--- config.mk ---
export PLATFORM = sky130hd
export DESIGN_NAME = ams_sequencer
export DESIGN_NICKNAME = d
export VERILOG_FILES = /design/src/rtl/ams_pkg.sv /design/src/rtl/ams_sequencer.sv /design/src/rtl/ams_buf2.sv
export VERILOG_INCLUDE_DIRS = /design/src /design/src/rtl
export SDC_FILE = /design/constraint.sdc
export NUM_CORES = 1
export LEC_CHECK = 0
export BUFFER_PORTS_ARGS = -buffer_cell sky130_fd_sc_hd__buf_2
export CORE_MARGIN = 2
export CORE_UTILIZATION = 45
export CTS_CLUSTER_SIZE = 8
export DETAILED_ROUTE_END_ITERATION = 6
export PLACE_DENSITY_LB_ADDON = 0.2
export SYNTH_ARGS = -nofsm -noshare
export SYNTH_HDL_FRONTEND = slang
export SYNTH_SLANG_ARGS = --single-unit
export TNS_END_PERCENT = 100
--- constraint.sdc ---
create_clock -name sys_clk_in -period 3.7 [get_ports sys_clk_in]
set_input_delay 0.37 -clock sys_clk_in [delete_from_list [all_inputs] [get_ports sys_clk_in]]
set_output_delay 0.37 -clock sys_clk_in [all_outputs]
set_load 0.02 [all_outputs]
--- src/rtl/ams_regs.svh ---
`ifndef AMS_REGS_SVH
`define AMS_REGS_SVH
// ==========================================================================
// Timing and field constants of the converter sequencer.
// Clock period in nanoseconds; the converter clock is the system clock.
`define AMS_CLK_PERIOD_NS 100
// Conversion lengths in converter clock cycles.
`define AMS_CYC_8B 6'd49
`define AMS_CYC_10B 6'd59
`define AMS_CYC_8B_SH 6'd28
`define AMS_CYC_10B_SH 6'd33
// Width of one result word and number of result registers.
`define AMS_RES_W 10
`define AMS_NUM_RES 8
// Result register that receives every word in DMA use.
`define AMS_DMA_IDX 3'h0
// First channel of a sweep group.
`define AMS_FIRST_CH 3'h0
// Reset level of the external trigger pin (idle high, active falling edge).
`define AMS_PIN_IDLE 1'h1
`endif

--- src/rtl/ams_pkg.sv ---
// ==========================================================================
// Types shared by the sequencer and its result buffer.
package ams_pkg;
	// One result word.
	typedef logic [9:0] ams_word_t;
	// Decoded operating mode.
	typedef enum logic [2:0] {
		MODE_ONESHOT = 3'b000,
		MODE_REPEAT = 3'b001,
		MODE_SSWEEP = 3'b010,
		MODE_RSWEEP0 = 3'b011,
		MODE_RSWEEP1 = 3'b100,
		MODE_MP_SINGLE = 3'b101,
		MODE_MP_REPEAT = 3'b110,
		MODE_INVALID = 3'b111
	} ams_mode_t;
	// Sequencer state.
	typedef enum logic [1:0] {
		ST_IDLE = 2'b00,
		ST_CONV = 2'b01,
		ST_STORE = 2'b10
	} ams_state_t;
endpackage

--- src/rtl/ams_sequencer.sv ---
// What this block does
// - Decode mode from three mode bits, multiport bit.
// - One-shot converts selected input once, then stops.
// - Single input from channel, extended and group fields.
// - Software trigger starts when conversion-go written one.
// - External falling edge starts, only after go set.
// - Timer completion starts, only after go set.
// - One-shot software trigger clears go when done.
// - Writing go zero aborts one-shot and sweep.
// - Repeat modes run until go written zero.
// - One-shot raises interrupt on completion.
// - Repeat modes without DMA never interrupt.
// - With DMA, interrupt after every conversion.
// - Single sweep without DMA interrupts at sequence end.
// - Without DMA, result goes to channel's register.
// - With DMA, results go to register zero only.
// - Sweeps cover 2, 4, 6 or 8 channels.
// - Single sweep software trigger clears go at end.
// - Repeat sweep 0 wraps to first channel forever.
// - Repeat mode reconverts same input back to back.
// - Conversion lasts 49, 59, 28 or 33 cycles.
// - Ten-bit result in bits 9-0, eight in 7-0.
`include "ams_regs.svh"

module ams_sequencer (
	input wire logic sys_clk_in,
	input wire logic rst_in,
	input wire logic mode_sel_hi_in,
	input wire logic mode_sel_lo_in,
	input wire logic mode_sel_ext_in,
	input wire logic multiport_sel_in,
	input wire logic dma_use_in,
	input wire logic trigger_source_sel_in,
	input wire logic hw_trigger_sel_in,
	input wire logic conv_go_set_in,
	input wire logic conv_go_clr_in,
	output logic conv_go_out,
	input wire logic [2:0] channel_sel_in,
	input wire logic [1:0] ext_input_sel_in,
	input wire logic [1:0] input_group_sel_in,
	input wire logic [1:0] sweep_len_sel_in,
	input wire logic resolution_10b_in,
	input wire logic sample_hold_en_in,
	input wire logic ext_trigger_pin_in,
	input wire logic motor_timer_done_in,
	input wire ams_pkg::ams_word_t adc_raw_in,
	output logic [2:0] ana_chan_out,
	output logic [1:0] ana_group_out,
	output logic [1:0] ana_ext_out,
	output logic ana_sample_out,
	output logic ana_sh_out,
	output logic conv_busy_out,
	output logic conv_irq_out,
	output ams_pkg::ams_word_t result_regs_out [8],
	output logic dma_valid_out,
	input wire logic dma_ready_in,
	output ams_pkg::ams_word_t dma_data_out
);
	import ams_pkg::*;

	// ======================================================================
	// Mode decoding
	// Maps the mode bits onto one mode; unused patterns fall to invalid.
	function automatic ams_mode_t decode_mode(input logic hi, input logic lo,
		input logic ext, input logic multiport_sel);
		logic [3:0] key;
		key = {multiport_sel, hi, lo, ext};
		case (key)
			4'h0: decode_mode = MODE_ONESHOT;
			4'h2: decode_mode = MODE_REPEAT;
			4'h4: decode_mode = MODE_SSWEEP;
			4'h6: decode_mode = MODE_RSWEEP0;
			4'h7: decode_mode = MODE_RSWEEP1;
			4'hc: decode_mode = MODE_MP_SINGLE;
			4'he: decode_mode = MODE_MP_REPEAT;
			default: decode_mode = MODE_INVALID;
		endcase
	endfunction

	ams_mode_t mode; // Current decoded mode.
	logic is_one; // One-shot.
	logic is_rep; // Repeat on one input.
	logic is_ss; // Single sweep family.
	logic is_rs; // Repeat sweep family.
	logic is_sweep; // Any sweep.

	assign mode = decode_mode(mode_sel_hi_in, mode_sel_lo_in, mode_sel_ext_in,
		multiport_sel_in);
	assign is_one = (mode == MODE_ONESHOT);
	assign is_rep = (mode == MODE_REPEAT);
	// The modes without full behaviour here run as their nearest sweep.
	assign is_ss = (mode == MODE_SSWEEP) | (mode == MODE_MP_SINGLE);
	assign is_rs = (mode == MODE_RSWEEP0) | (mode == MODE_RSWEEP1) |
		(mode == MODE_MP_REPEAT);
	assign is_sweep = is_ss | is_rs;

	// ======================================================================
	// External trigger pin synchroniser
	// Three stages: two for metastability, the third only for the edge.
	logic ext_s1_q;
	logic ext_s2_q;
	logic ext_s3_q;
	logic ext_fall; // Falling edge seen on the synchronised pin.

	// The pin rests high, so the stages reset to the idle level.
	always_ff @(posedge sys_clk_in or posedge rst_in) begin
		if (rst_in) begin
			ext_s1_q <= `AMS_PIN_IDLE;
			ext_s2_q <= `AMS_PIN_IDLE;
			ext_s3_q <= `AMS_PIN_IDLE;
		end else begin
			ext_s1_q <= ext_trigger_pin_in;
			ext_s2_q <= ext_s1_q;
			ext_s3_q <= ext_s2_q;
		end
	end
	assign ext_fall = ext_s3_q & ~ext_s2_q;

	// ======================================================================
	// Sequencer state and its wires
	ams_state_t state_q;
	ams_state_t state_d;
	logic [5:0] cnt_q; // Cycles left in the running conversion.
	logic [5:0] cnt_d;
	logic [2:0] chan_q; // Channel being converted.
	logic [2:0] chan_d;
	logic conv_go_q; // Conversion-go bit.
	logic irq_q; // Interrupt request pulse.
	logic sample_q; // Sample strobe to the analog core.
	logic [1:0] grp_q; // Latched input group.
	logic [1:0] ext_q; // Latched extended-input select.
	logic sh_q; // Latched sample-and-hold choice.
	logic start_evt; // A start condition this cycle.
	logic hw_evt; // A hardware trigger event this cycle.
	logic abort; // Software wrote 0 to the go bit.
	logic load; // Begin a conversion this cycle.
	logic buf_ready; // Buffer can take a word.
	logic store_fire; // Result is stored this cycle.
	logic last_chan; // Current channel ends the sweep group.
	logic seq_end; // Sequence finishes with this store.
	logic irq_cond; // This store raises the interrupt.
	logic go_hw_clr; // Hardware clears the go bit.
	logic [2:0] first_chan; // Channel that opens a sequence.
	logic [2:0] next_chan; // Channel after the current one.
	logic [5:0] tconv; // Length of the next conversion.
	logic [2:0] wr_idx; // Result register written by this store.
	ams_word_t res_word; // Result aligned for the chosen resolution.

	// A hardware trigger only counts while the go bit is already set.
	assign hw_evt = conv_go_q & (hw_trigger_sel_in ? motor_timer_done_in
		: ext_fall);
	assign start_evt = trigger_source_sel_in ? hw_evt : conv_go_set_in;
	// A set and a clear together count as a set.
	assign abort = conv_go_clr_in & ~conv_go_set_in;
	// Without DMA the buffer is not involved and never stalls the store.
	assign store_fire = (state_q == ST_STORE) & (~dma_use_in | buf_ready);
	// Group end is the odd channel 1, 3, 5 or 7 for 2, 4, 6 or 8 channels.
	assign last_chan = is_sweep & (chan_q == {sweep_len_sel_in, 1'h1});
	assign seq_end = is_one | (is_ss & last_chan);
	// Repeat without DMA matches no term and so never interrupts.
	assign irq_cond = is_one | (dma_use_in & ~is_one) |
		(is_ss & last_chan);
	// Hardware triggers leave the go bit up so the next event restarts.
	assign go_hw_clr = store_fire & seq_end & ~trigger_source_sel_in;
	assign first_chan = is_sweep ? `AMS_FIRST_CH : channel_sel_in;
	assign next_chan = is_sweep ? (last_chan ? `AMS_FIRST_CH
		: chan_q + 3'h1) : chan_q;
	assign tconv = resolution_10b_in ?
		(sample_hold_en_in ? `AMS_CYC_10B_SH : `AMS_CYC_10B) :
		(sample_hold_en_in ? `AMS_CYC_8B_SH : `AMS_CYC_8B);
	assign wr_idx = dma_use_in ? `AMS_DMA_IDX : chan_q;
	assign res_word = resolution_10b_in ? adc_raw_in
		: {2'h0, adc_raw_in[9:2]};

	// Next state: a trigger restarts the sequence, an abort beats all.
	always_comb begin
		state_d = state_q;
		cnt_d = cnt_q;
		chan_d = chan_q;
		load = 1'h0;
		case (state_q)
			ST_IDLE: begin
				state_d = ST_IDLE;
			end
			ST_CONV: begin
				// The count started at length minus one, so this is exact.
				if (cnt_q == 6'h00) begin
					state_d = ST_STORE;
				end else begin
					cnt_d = cnt_q - 6'h01;
				end
			end
			ST_STORE: begin
				// A full buffer holds the sequencer here, losing no word.
				if (store_fire) begin
					if (seq_end) begin
						state_d = ST_IDLE;
					end else begin
						load = 1'h1;
						chan_d = next_chan;
					end
				end
			end
			default: begin
				state_d = ST_IDLE;
			end
		endcase
		if (start_evt) begin
			load = 1'h1;
			chan_d = first_chan;
		end
		if (load) begin
			state_d = ST_CONV;
			cnt_d = tconv - 6'h01;
		end
		if (abort) begin
			state_d = ST_IDLE;
		end
	end

	// State, counter and channel registers.
	always_ff @(posedge sys_clk_in or posedge rst_in) begin
		if (rst_in) begin
			state_q <= ST_IDLE;
			cnt_q <= 6'h00;
			chan_q <= 3'h0;
		end else begin
			state_q <= state_d;
			cnt_q <= cnt_d;
			chan_q <= chan_d;
		end
	end

	// Go bit: a software set wins over any clear in the same cycle.
	always_ff @(posedge sys_clk_in or posedge rst_in) begin
		if (rst_in) begin
			conv_go_q <= 1'h0;
		end else if (conv_go_set_in) begin
			conv_go_q <= 1'h1;
		end else if (conv_go_clr_in | go_hw_clr) begin
			conv_go_q <= 1'h0;
		end
	end

	// Interrupt pulse and analog-side controls, latched at each start.
	always_ff @(posedge sys_clk_in or posedge rst_in) begin
		if (rst_in) begin
			irq_q <= 1'h0;
			sample_q <= 1'h0;
			grp_q <= 2'h0;
			ext_q <= 2'h0;
			sh_q <= 1'h0;
		end else begin
			irq_q <= store_fire & irq_cond;
			sample_q <= load & ~abort;
			if (load) begin
				grp_q <= input_group_sel_in;
				// Extended inputs only exist for the single-input modes.
				ext_q <= is_sweep ? 2'h0 : ext_input_sel_in;
				sh_q <= sample_hold_en_in;
			end
		end
	end

	// ======================================================================
	// Result registers
	// One register per channel; each takes a word only when addressed.
	for (genvar g = 0; g < `AMS_NUM_RES; g++) begin : g_res
		always_ff @(posedge sys_clk_in or posedge rst_in) begin
			if (rst_in) begin
				result_regs_out[g] <= 10'h000;
			end else if (store_fire && (wr_idx == 3'(g))) begin
				result_regs_out[g] <= res_word;
			end
		end
	end

	// The DMA side drains the buffer; its stall reaches the store above.
	ams_buf2 u_buf (
		.sys_clk_in(sys_clk_in),
		.rst_in(rst_in),
		.in_valid_in(store_fire & dma_use_in),
		.in_ready_out(buf_ready),
		.in_data_in(res_word),
		.out_valid_out(dma_valid_out),
		.out_ready_in(dma_ready_in),
		.out_data_out(dma_data_out)
	);

	// Port drive.
	assign conv_go_out = conv_go_q;
	assign conv_irq_out = irq_q;
	assign ana_chan_out = chan_q;
	assign ana_group_out = grp_q;
	assign ana_ext_out = ext_q;
	assign ana_sample_out = sample_q;
	assign ana_sh_out = sh_q;
	assign conv_busy_out = (state_q != ST_IDLE);
endmodule

--- src/rtl/ams_buf2.sv ---
// ==========================================================================
// Two-entry buffer between the result path and the DMA request side.
module ams_buf2 (
	input wire logic sys_clk_in,
	input wire logic rst_in,
	input wire logic in_valid_in,
	output logic in_ready_out,
	input wire ams_pkg::ams_word_t in_data_in,
	output logic out_valid_out,
	input wire logic out_ready_in,
	output ams_pkg::ams_word_t out_data_out
);
	import ams_pkg::*;

	// Storage, pointers and fill level.
	ams_word_t mem_q [2];
	logic wr_ptr_q;
	logic rd_ptr_q;
	logic [1:0] count_q;
	logic push;
	logic pop;

	// Full and empty come straight from the fill level, so they never lie.
	assign in_ready_out = (count_q != 2'h2);
	assign out_valid_out = (count_q != 2'h0);
	assign push = in_valid_in & in_ready_out;
	assign pop = out_valid_out & out_ready_in;
	// The read side looks only at flip-flops.
	assign out_data_out = mem_q[rd_ptr_q];

	// Pointer and fill bookkeeping.
	always_ff @(posedge sys_clk_in or posedge rst_in) begin
		if (rst_in) begin
			wr_ptr_q <= 1'h0;
			rd_ptr_q <= 1'h0;
			count_q <= 2'h0;
		end else begin
			if (push) wr_ptr_q <= ~wr_ptr_q;
			if (pop) rd_ptr_q <= ~rd_ptr_q;
			count_q <= count_q + {1'h0, push} - {1'h0, pop};
		end
	end

	// Word storage; written only on an accepted push.
	always_ff @(posedge sys_clk_in or posedge rst_in) begin
		if (rst_in) begin
			mem_q[0] <= 10'h000;
			mem_q[1] <= 10'h000;
		end else if (push) begin
			mem_q[wr_ptr_q] <= in_data_in;
		end
	end
endmodule

Yosys cells after proc, flatten, opt, wreduce, memory -nomap -nowiden
Cells that the tools add are included.
{ "totals": {"out_inout_bits": 103, "register_bits": 126, "in_bits": 35, "word_cells": 153} }
{ "op_classes": {"reduce_logical": 23, "eq_ne": 27, "bitwise_logic": 33, "n_mux": 37, "n_lt_le_gt_ge": 3, "add_sub_neg": 5} }
{ "op_table": {"columns": ["cell", "n"], "rows": [
  ["2-to-1 mux 10 bit", 5],
  ["2-to-1 mux 6 bit", 5],
  ["2-to-1 mux 3 bit", 8],
  ["equality test 3 bit, second input constant", 7],
  ["one-hot mux 3 bit (7 select lines)", 1],
  ["bitwise mux 20 bit", 1],
  ["bitwise AND 1 bit", 14],
  ["nonzero test 2 bit", 7],
  ["equality test 3 x 2 -> 1 bit, second input constant", 4],
  ["equality test 4 x 3 -> 1 bit, second input constant", 3],
  ["2-to-1 mux 2 bit", 6],
  ["inequality test 4 bit, second input constant", 3],
  ["subtractor 6 x 1 -> 6 bit, second input constant", 2],
  ["demux 10 bit (select 1 bit)", 1],
  ["logical AND 1 bit", 9],
  ["OR 1 bit", 9],
  ["equality test 4 bit, second input constant", 2],
  ["2-to-1 mux 1 bit", 8],
  ["inverter 1 bit", 8],
  ["zero test 3 bit", 2],
  ["zero test 6 bit", 1],
  ["inequality test 2 bit, second input constant", 3],
  ["2-to-1 mux 5 bit", 1],
  ["equality test 4 x 2 -> 1 bit, second input constant", 1],
  ["other kinds (15)", 17]
]} }

Longest topological paths before layout
Gate-level depths: netlist of run 1.
{ "depth": {"word_depth": 15, "mapped_depth": 12} }

By module
From an unflattened synthesis of run 1, not the netlist that was laid out.
{ "hier_totals": {"cells_unflattened": 493, "area_unflattened_um2": 5387.7} }
{ "by_module_without_submodules": {"columns": ["module", "area_per_inst_um2", "seq_area_each_um2", "n_inst", "cells_per_inst"], "rows": [
  ["ams_sequencer", 4192.8, 2556.2, 1, 417],
  ["ams_buf2", 1194.9, 600.6, 1, 76]
]} }

Least setup slack after synthesis of run 1
No wires, ideal clock.
{ "synth_path": {"kind": "register to register", "start": "reg chan_q[2], in the netlist ana_chan_out[2]", "end": "reg cnt_q[2]", "path_buffers": 2, "period_less_slack_ps": 2566, "stages_incl_launch_ff": 12, "t_arrival_ps": 2442, "t_required_ps": 3576, "slack_ps": 1134, "setup_ps": 124, "cell_sequence": "dfrtp_1 buf_6 xor2_2 o32ai_4 a21oi_2 nor2_4 buf_6 mux2i_1 ha_1 or2_2 a211oi_1 nor2_1"} }
{ "synth_between": {"elab_chain_len": 10, "word_cells_on_any_way": 12, "cone_classes": "2 x eq/ne; 5 x mux; 3 x bitwise; 2 x reduce/logical"} }
{ "synth_rtl": {"columns": ["element", "line_no", "source"], "rows": [
  ["start: declaration", "ams_sequencer.sv:125", "logic [2:0] chan_q;"],
  ["start signal: assignment", "ams_sequencer.sv:230", "chan_q <= chan_d;"],
  ["equality test 3 bit (*)", "ams_sequencer.sv:158", "assign last_chan = is_sweep & (chan_q == {sweep_len_sel_in, 1'h1});"],
  ["bitwise AND 1 bit (*)", "ams_sequencer.sv:158", null],
  ["bitwise AND 1 bit (*)", "ams_sequencer.sv:159", "assign seq_end = is_one | (is_ss & last_chan);"],
  ["OR 1 bit (*)", "ams_sequencer.sv:159", null],
  ["2-to-1 mux 1 bit (*)", "ams_sequencer.sv:196", "if (seq_end) begin"],
  ["2-to-1 mux 1 bit (*)", "ams_sequencer.sv:195", "if (store_fire) begin"],
  ["2-to-1 mux 1 bit (*)", "ams_sequencer.sv:181", "case (state_q)"],
  ["2-to-1 mux 1 bit (*)", "ams_sequencer.sv:208", "if (start_evt) begin"],
  ["inequality test 2 bit (no source line) / nonzero test 2 bit (equally long branches)", null, null],
  ["AND reduction 2 bit (no source line)", null, null],
  ["end signal: assignment", "ams_sequencer.sv:229", "cnt_q <= cnt_d;"],
  ["end: declaration", "ams_sequencer.sv:123", "logic [5:0] cnt_q;"]
]} }
Every way passes the cells marked *; elsewhere a longest branch is shown, timed or not.
A chain may end at the register's enable or synchronous reset.

Worst setup path in the final report of run 1
Ends and elaborated chain as after synthesis.

==> results of run 1 <==
-- critical path: stages (launching register included) --
cell and delay (ns):
sky130_fd_sc_hd__dfrtp_1 0.51, sky130_fd_sc_hd__xor2_2 0.25, sky130_fd_sc_hd__o32ai_4 0.33, sky130_fd_sc_hd__a21oi_2 0.16, sky130_fd_sc_hd__nor2_4 0.40, sky130_fd_sc_hd__mux2i_1 0.15
sky130_fd_sc_hd__ha_1 0.29, sky130_fd_sc_hd__or2_2 0.33, sky130_fd_sc_hd__a211oi_1 0.27, sky130_fd_sc_hd__nor2_1 0.08
-- worst max path at each step --
stage | start | endpoint | slack, ns | cells after the start
after CTS | ana_chan_out[2] | cnt_q[2] | 0.80 | 9
final | ana_chan_out[2] | cnt_q[2] | 0.81 | 9
after detailed placement | ana_chan_out[2] | cnt_q[2] | 0.81 | 9
after floorplan | ana_chan_out[2] | cnt_q[2] | 1.13 | 11
after global placement | ana_chan_out[2] | cnt_q[2] | 0.98 | 9
after global routing | ana_chan_out[2] | cnt_q[2] | 0.62 | 9
-- power breakdown --
part / internal, uW / switching, uW / leakage [uW]
registers: 1470 / 119 / 0.00170
logic: 194 / 282 / 0.00153
clock network: 1190 / 620 / 0.000309
total: 2850 / 1020 / 0.00354
-- metrics by stage --
stage / util (%) / instances / hold WS (ns) / setup slack (ns) / total power [uW]
after detailed placement: 53.3 / 758 / 0.349 / 0.814 / 2090
final: 59.0 / 791 / 0.0621 / 0.807 / 3870
after floorplan: - / 498 / 0.345 / 1.13 / 1920
after CTS: 59.0 / 790 / 0.0499 / 0.802 / 3890
after global routing: 59.0 / 791 / 0.0422 / 0.624 / 4020
after global placement: 53.3 / 758 / 0.346 / 0.975 / 2070
-- flip-flops by register name, summed over array words and instances (netlist names), 2 cells and up --
| signal | flops |
|---|---|
| u_buf.count_q | 2 |
| cnt_q | 6 |
| state_q | 2 |
| ana_ext_out | 2 |
| ana_chan_out | 3 |
| ana_group_out | 2 |
| u_buf.mem_q | 20 |
| result_regs_out | 80 |
-- cell usage in the layout, fill, tap and decap left out, drive strengths merged, types with 4 or more instances in the layout --
cell type / count
xor2: 5
ha: 7
nand3: 6
clkinvlp: 4
nor3: 5
and2: 5
or3: 4
nor2b: 4
dfrtp: 123
nor2: 33
inv: 15
nand2: 87
o21ai: 74
mux2: 19
mux2i: 16
a21oi: 28
clkbuf: 20
buf: 142
or2: 5
nand2b: 5
bufinv: 4
xnor2: 4
-- cells in the mapped netlist (2+ instances only) --
master / instances / area share (%)
sky130_fd_sc_hd__ha_1: 7 / 1.6
sky130_fd_sc_hd__or2_2: 4 / 0.47
sky130_fd_sc_hd__dfstp_2: 3 / 1.5
sky130_fd_sc_hd__nand2_1: 86 / 6.1
sky130_fd_sc_hd__a2bb2oi_1: 2 / 0.33
sky130_fd_sc_hd__xor2_1: 4 / 0.66
sky130_fd_sc_hd__a21oi_1: 27 / 2.5
sky130_fd_sc_hd__mux2_1: 5 / 1.1
sky130_fd_sc_hd__or3_1: 4 / 0.47
sky130_fd_sc_hd__nand3_1: 6 / 0.57
sky130_fd_sc_hd__nor2_1: 32 / 2.3
sky130_fd_sc_hd__buf_6: 2 / 0.42
sky130_fd_sc_hd__nand4_1: 2 / 0.24
sky130_fd_sc_hd__nor3_1: 3 / 0.28
sky130_fd_sc_hd__nor4_1: 2 / 0.24
sky130_fd_sc_hd__xnor2_1: 4 / 0.66
sky130_fd_sc_hd__buf_2: 5 / 0.47
sky130_fd_sc_hd__and2_1: 4 / 0.47
sky130_fd_sc_hd__nor2b_1: 4 / 0.47
sky130_fd_sc_hd__a211oi_1: 2 / 0.28
sky130_fd_sc_hd__mux2_2: 14 / 3.0
sky130_fd_sc_hd__dfrtp_1: 123 / 58
sky130_fd_sc_hd__o21ai_0: 65 / 6.1
sky130_fd_sc_hd__nor3_4: 2 / 0.61
sky130_fd_sc_hd__nor3b_1: 2 / 0.28
sky130_fd_sc_hd__mux2i_1: 16 / 3.0
sky130_fd_sc_hd__o21ai_1: 9 / 0.85
sky130_fd_sc_hd__nand2b_1: 5 / 0.59
sky130_fd_sc_hd__clkbuf_1: 17 / 1.2
sky130_fd_sc_hd__a22oi_1: 2 / 0.28
sky130_fd_sc_hd__inv_1: 13 / 0.92
-- per-layer routing --
metal | vias up | share of wire, %
met1 | 1971 | 45
met4 | 0 | 2.8
met3 | 31 | 6.0
met5 | - | 0
li1 | 1969 | -
met2 | 129 | 47
-- kinds of logic after synthesis --
kind of cell	Yosys count
adders and majority gates	7
muxes	35
and+or+nand+nor	165
xor gates and xnor gates	9
DFF	126
buffers and inverters	39
AOI/OAI and AO/OA	117
-- area by class of cell --
| class | count | share of cell area, % |
|---|---|---|
| sequential | 126 | 46.7 |
| multi-input combinational | 333 | 29.4 |
| timing repair buffer | 142 | 10.9 |
| clock buffer | 20 | 6.90 |
| clock inverter | 12 | 2.70 |
| tap | 143 | 2.64 |
| inverter | 14 | 0.832 |
| antenna | 1 | 0.0370 |
==> impl_summary.txt, run 1 <==
----------------------------------------------------
[Logic synthesis]
  Post-Syn Area per Cell ... between 10 and 15 um^2
  Number of different library cells in the post-synthesis netlist ... between 50 and 60
  Net count of the mapped netlist ... between 500 and 600
  Proportion of synthesized chip area in sequential cells ... around three fifths
  Multiplexer share of the synthesized area ... under 10%
  Area fraction in compound gates after synthesis ... ~13%
  Synthesized-area fraction occupied by and/or/nand/nor cells ... 14.4%
  Area share of xor/xnor cells in the synthesized design ... 1.63%
  Warnings, synthesis ... 0
  Gate count after technology mapping ... approximately 500
  Adder-cell share of the synthesized area ... ~1.6%
  Largest family of logic cells by synthesized area ... simple AND/OR/NAND/NOR gates
  Number of synthesized flops with an enable pin ... 0
  Mapped cell area ... ~0.0053 mm^2
  Fraction of registers with async set or reset after synthesis ... 100%
  Synth Flop Type ... sky130_fd_sc_hd__dfrtp_1
  Synthesis-stage register bit count ... between 100 and 150

[Timing]
  Minimum period implied by the final worst setup slack ... a little under 3 ns
  Share of the clock period used by the worst path ... ~78%
  Final number of hold-violating endpoints ... 0
  Final setup violation count ... 0
  RSZ-0062 raised after global routing ... no
  Slew Viols, Final ... 0
  Clk_skew ... 0.00865 ns
  Worst Tran Pin Value ... roughly 1.2 ns
  Max Clk Rate ... 0.346 GHz
  Worst relative slew slack ... roughly 15%
  Sum of negative setup slack ... 0 ns

[Floorplanning]
  Placement Rows ... 39
  Vertical die dimension ... between 100 and 150 um
  Core region area ... roughly 0.011 mm^2
  Initial Util ... between 40% and 50%
  Area enclosed by the die boundary ... approximately 0.013 mm^2
  Chip width ... around 110 um
  Boundary Pins ... ~140

[Critical path]
  Type of the setup path with the least slack ... reg2reg
  CP Data Required Time ... between 3 and 4 ns
  Data arrival time of the critical path ... around 3.2 ns
  Length in cells of the worst reg-to-reg path ... 9
  Element type at the critical path end ... register
  Worst R2R Setup Slack ... roughly 0.8 ns
  Critical R2R Launch ... ana_chan_out[2]
  CP Max Fanout ... 14
  Worst setup SP type ... register
  Worst reg2reg path endpoint ... cnt_q[2]

[Min path]
  Worst min-delay path class ... in2reg
  Source of the worst hold timing path ... ext_trigger_pin_in
  Hold Path Cell Cnt ... 1
  Worst hold path endpoint ... ext_s1_q

[Final layout]
  Fill cells ... roughly 970
  Fraction of layout cells with a size suffix above 1 ... 32.1%
  Cell area after layout ... between 0.006 and 0.007 mm^2
  Area growth syn-to-layout ... 27.4%
  Area used by sequential logic in the layout ... 0.00316 mm^2
  Total Nets Final ... about 680
  Area occupied by multi-input gates ... 0.00199 mm^2

[Drt]
  Detailed-route vias per instance ... around 5.2
  Initial DRC Count ... 189
  Router iterations before antenna repair ... 4
  DRC violations left ... 0
  Detailed-route via count ... approximately 4000
  Final wirelength ... roughly 14000 um
  Drt wl/cell ... 17.6 um
  Antenna violation net count after detailed routing ... 0

[GRT]
  Total routing usage reported by global routing ... a little under a quarter
  Pin count of the biggest net entering global routing ... 127
  Layer carrying the most global-route usage ... met2
  Number of antenna violations at the first check in global routing ... 1
  Global-route track usage on met2 ... 35.0%
  Vias in the first global route ... 4130
  GR Util met3 ... approximately 7.3%
  GR Util met1 ... between 30 and 40%
  Global-route wire length before repair ... 22100 um
  Congestion Overflow GR ... 0

[Clock tree]
  TritonCTS clock tree ... done
  Clock insertion delay at the later pin of the skew report ... between 0.4 and 0.5 ns
  Master cell of the clock root buffer ... sky130_fd_sc_hd__clkbuf_16
  Post-cts resize count ... 0
  Hold-fix buffer count after cts ... 0
  # Post-CTS Setup Buffers ... 0
  Inserted Clock Buffers ... 17
  Clock sink count ... 126
  Number of H-tree levels ... 4
  Clock-pin slew on the worst setup and hold paths ... about 0.06 ns
  Maximum root-to-sink buffer count ... 2

[Power and ir drop]
  Leak Pwr ... around 0.0035 uW
  IR Drop Worst-Case VDD ... 357 uV
  P per Cell Area ... roughly 570 mW/mm^2

[Run status]
  Result of the run ... finished clean

[Placement]
  Routability congestion estimate ... 0.900
  DP Wirelength ... around 9600 um
  Placed Area ... 0.00611 mm^2
  Number of input and output port buffers inserted ... between 100 and 150

[Run]
  Max capacitance violation total ... 0

----------------------------------------------------
Power figures use the tool's default switching activity.
==> inputs of run 2 (changes only) <==
clock period = 2.4 ns   (was 3.7 ns; I/O delays follow)
==> impl_summary.txt, run 2 (synthesis gave the netlist of run 1 again) <==
----------------------------------------------------
[Floorplanning]
  Core region area ... 0.0115 mm^2 (unchanged)
  Vertical die dimension ... 113 um (unchanged)
  Initial Util ... 46.3% (unchanged)
  Area enclosed by the die boundary ... 0.0127 mm^2 (unchanged)
  Boundary Pins ... 138 (unchanged)
  Placement Rows ... 39 (unchanged)
  Chip width ... 113 um (unchanged)

[Drt]
  Drt wl/cell ... 17.0 um (-3.2%)
  Detailed-route via count ... 4148 (+1.2%)
  Met2 layer wire length in the routed design ... 6670 um (+2.8%)
  Amount of wire on met3 after detailed routing ... 962 um (+16%)
  Final wirelength ... 13800 um (-1.1%)
  Antenna violation net count after detailed routing ... 0 (unchanged)
  Highest layer used for signal routing ... met4
  Router iterations before antenna repair ... 5 (+1)
  DRC violations left ... 0 (unchanged)
  Initial DRC Count ... 217 (+15%)
  Wire length on met1 ... 5800 um (-6.4%)
  Detailed-route vias per instance ... 5.13 (-0.96%)

[Critical path]
  Kind of cell with the highest combined delay on the critical path ... compound AO/OA/AOI/OAI gates
  CP Max Fanout ... 11 (-3)
  Element type at the critical path end ... register
  Type of the setup path with the least slack ... reg2reg
  Timing startpoint of the critical path ... ext_s2_q
  Stage delay of the slowest cell on the critical path ... 0.53 ns (+0.02 ns)
  Cell with the largest stage delay on the worst path ... sky130_fd_sc_hd__dfstp_2
  Cell-by-cell trace of the critical path ... nor3b_1 > o211a_1 > or2_4 > nor2_4 > mux2i_1 > ha_2 > o211ai_1 > a211oi_2 > nor2_1
  Critical R2R Launch ... ext_s2_q
  Data arrival time of the critical path ... 2.67 ns (-0.51 ns)
  Count of buffer and inverter cells on the critical path ... 0 (unchanged)
  CP Data Required Time ... 2.70 ns (-1.29 ns)
  Worst setup SP type ... register

[Final layout]
  Total Nets Final ... 695 (+2.8%)
  Area growth syn-to-layout ... 30.0%
  Top library cells by usage in the layout, fill and taps aside ... sky130_fd_sc_hd__buf_2 (137), sky130_fd_sc_hd__dfrtp_1 (121), sky130_fd_sc_hd__nand2_1 (86)
  Most common library cell in the layout ignoring fill and taps ... sky130_fd_sc_hd__buf_2
  Fill cells ... 964 (-1.0%)
  Biggest register ... result_regs_out
  Final core area utilization ... 60.2% (+1.2 points)
  Max FFs per register ... 80 (unchanged)
  Total inserted antenna cells ... 0 (-1)
  Fraction of layout cells with a size suffix above 1 ... 34.0% (+1.8 points)
  Leading registers by flop count ... result_regs_out: 80 flops, u_buf.mem_q: 20 flops, cnt_q: 6 flops

[Clock tree]
  Clock sink count ... 126 (unchanged)
  Maximum root-to-sink buffer count ... 2 (unchanged)
  Master cell of the clock root buffer ... sky130_fd_sc_hd__clkbuf_16
  Clock-pin slew on the worst setup and hold paths ... 0.05 ns (about the same)
  Inserted Clock Buffers ... 17 (unchanged)
  TritonCTS clock tree ... done
  Clock insertion delay at the later pin of the skew report ... 0.42 ns (about the same)
  Number of H-tree levels ... 4 (unchanged)

[GRT]
  Pin count of the biggest net entering global routing ... 127 (unchanged)
  Congestion Overflow GR ... 0 (unchanged)
  Total routing usage reported by global routing ... 22.7% (-0.25 points)
  Vias in the first global route ... 4303 (+4.2%)
  Number of antenna violations at the first check in global routing ... 0 (-1)
  Global-route wire length before repair ... 22100 um (-0.34%)

[Run]
  Max capacitance violation total ... 0 (unchanged)

[Power and ir drop]
  Share of total power in combinational logic ... 13.8% (+1.5 points)
  P per Cell Area ... 854 mW/mm^2 (+49%)
  Power share of the clock group ... 44.8% (-1.9 points)
  Share of total power consumed by net switching ... 25.6% (-0.82 points)
  Reg power frac ... 41.3% (+0.3 points)
  IR Drop Worst-Case VDD ... 583 uV (+63%)
  Leak Pwr ... 0.00363 uW (+2.3%)
  Switching power total ... 1510 uW (+48%)
  Internal Pwr Total ... 4390 uW (+54%)

[Timing]
  Worst path setup slack after routing ... 0.0271 ns (-0.780 ns)
  Worst hold slack ... -0.0184 ns (-0.0805 ns)
  Final number of hold-violating endpoints ... 9 (+9)
  Final setup violation count ... 0 (unchanged)
  Worst Tran Pin Value ... 0.741 ns (-0.499 ns)
  Share of the clock period used by the worst path ... 98.9% (+21 points)
  Sum of negative setup slack ... 0 ns (unchanged)
  Clk_skew ... 0.00813 ns (-0.000517 ns)
  Max Clk Rate ... 0.421 GHz (+22%)
  Minimum period implied by the final worst setup slack ... 2.37 ns (-0.520 ns)
  Slew Viols, Final ... 0 (unchanged)
  Worst relative slew slack ... 50.6% (+36 points)

[Placement]
  Setup WS pre-CTS ... 0.0937 ns (-0.721 ns)
  DP Wirelength ... 9380 um (-2.2%)
  Routability congestion estimate ... 0.813 (-9.6%)
  Number of input and output port buffers inserted ... 137 (unchanged)

[Run status]
  Result of the run ... complete, but fails checks
  Violations in the final reports ... hold timing

[Min path]
  Worst min-delay path class ... in2async

----------------------------------------------------
[run 2: tightest hold or removal path, delay by kind of cell]
| kind | cells | cell delay, ns |
|---|---|---|
| buffers and inverters | 3 | 0.64 |
[run 2: stage by stage]
stage                     instances  total power (uW)  area (um^2)
after floorplan                 498              2980         5350
after global placement          773              3230         6260
after detailed placement        773              3260         6260
after CTS                       805              5930         6880
after global routing            808              6130         6910
final                           808              5900         6910
[run 2: per-layer routing]
metal	GRT usage, %	vias up
met1	28.6	2000
li1	-	2008
met2	35.9	114
met5	0	-
met3	8.75	26
met4	8.29	0
[run 2: worst paths after layout]
path | slack (ns) | to | depth (start not counted)
setup / recovery | 0.03 | cnt_q[2] | 9
hold / removal | -0.02 | result_regs_out[56] | 3
setup reg to reg | 0.03 | cnt_q[2] | 9
hold reg to reg | 0.36 | ext_s2_q | 0
max in group asynchronous | 1.85 | ana_chan_out[0] | 3
min in group sys_clk_in | 0.04 | ana_group_out[0] | 2
[run 2: layout make-up]
class / instances / area, um^2 / area share [%]
clock buffer: 24 / 472 / 6.83
clock inverter: 7 / 135 / 1.96
inverter: 14 / 56.3 / 0.815
multi-input combinational: 333 / 2030 / 29.3
sequential: 126 / 3160 / 45.7
tap: 143 / 179 / 2.59
timing repair buffer: 161 / 881 / 12.8
[run 2: power by group through the flow]
stage               Combinational, uW  Sequential (uW)  Clock [uW]
finish                            816             2440        2640
global route                      890             2460        2780
CTS                               808             2430        2690
detailed placement                794             2470           0
global placement                  764             2460           0
floorplan                         535             2450           0
[run 2: timing repair]
item / 4_1_cts / 5_1_grt
hold buffers: 1 / 0
resized for setup: 0 / 2
endpoints found under the hold margin: 1 / 0
setup buffers: 0 / 3
setup endpoints to repair: 0 / 2
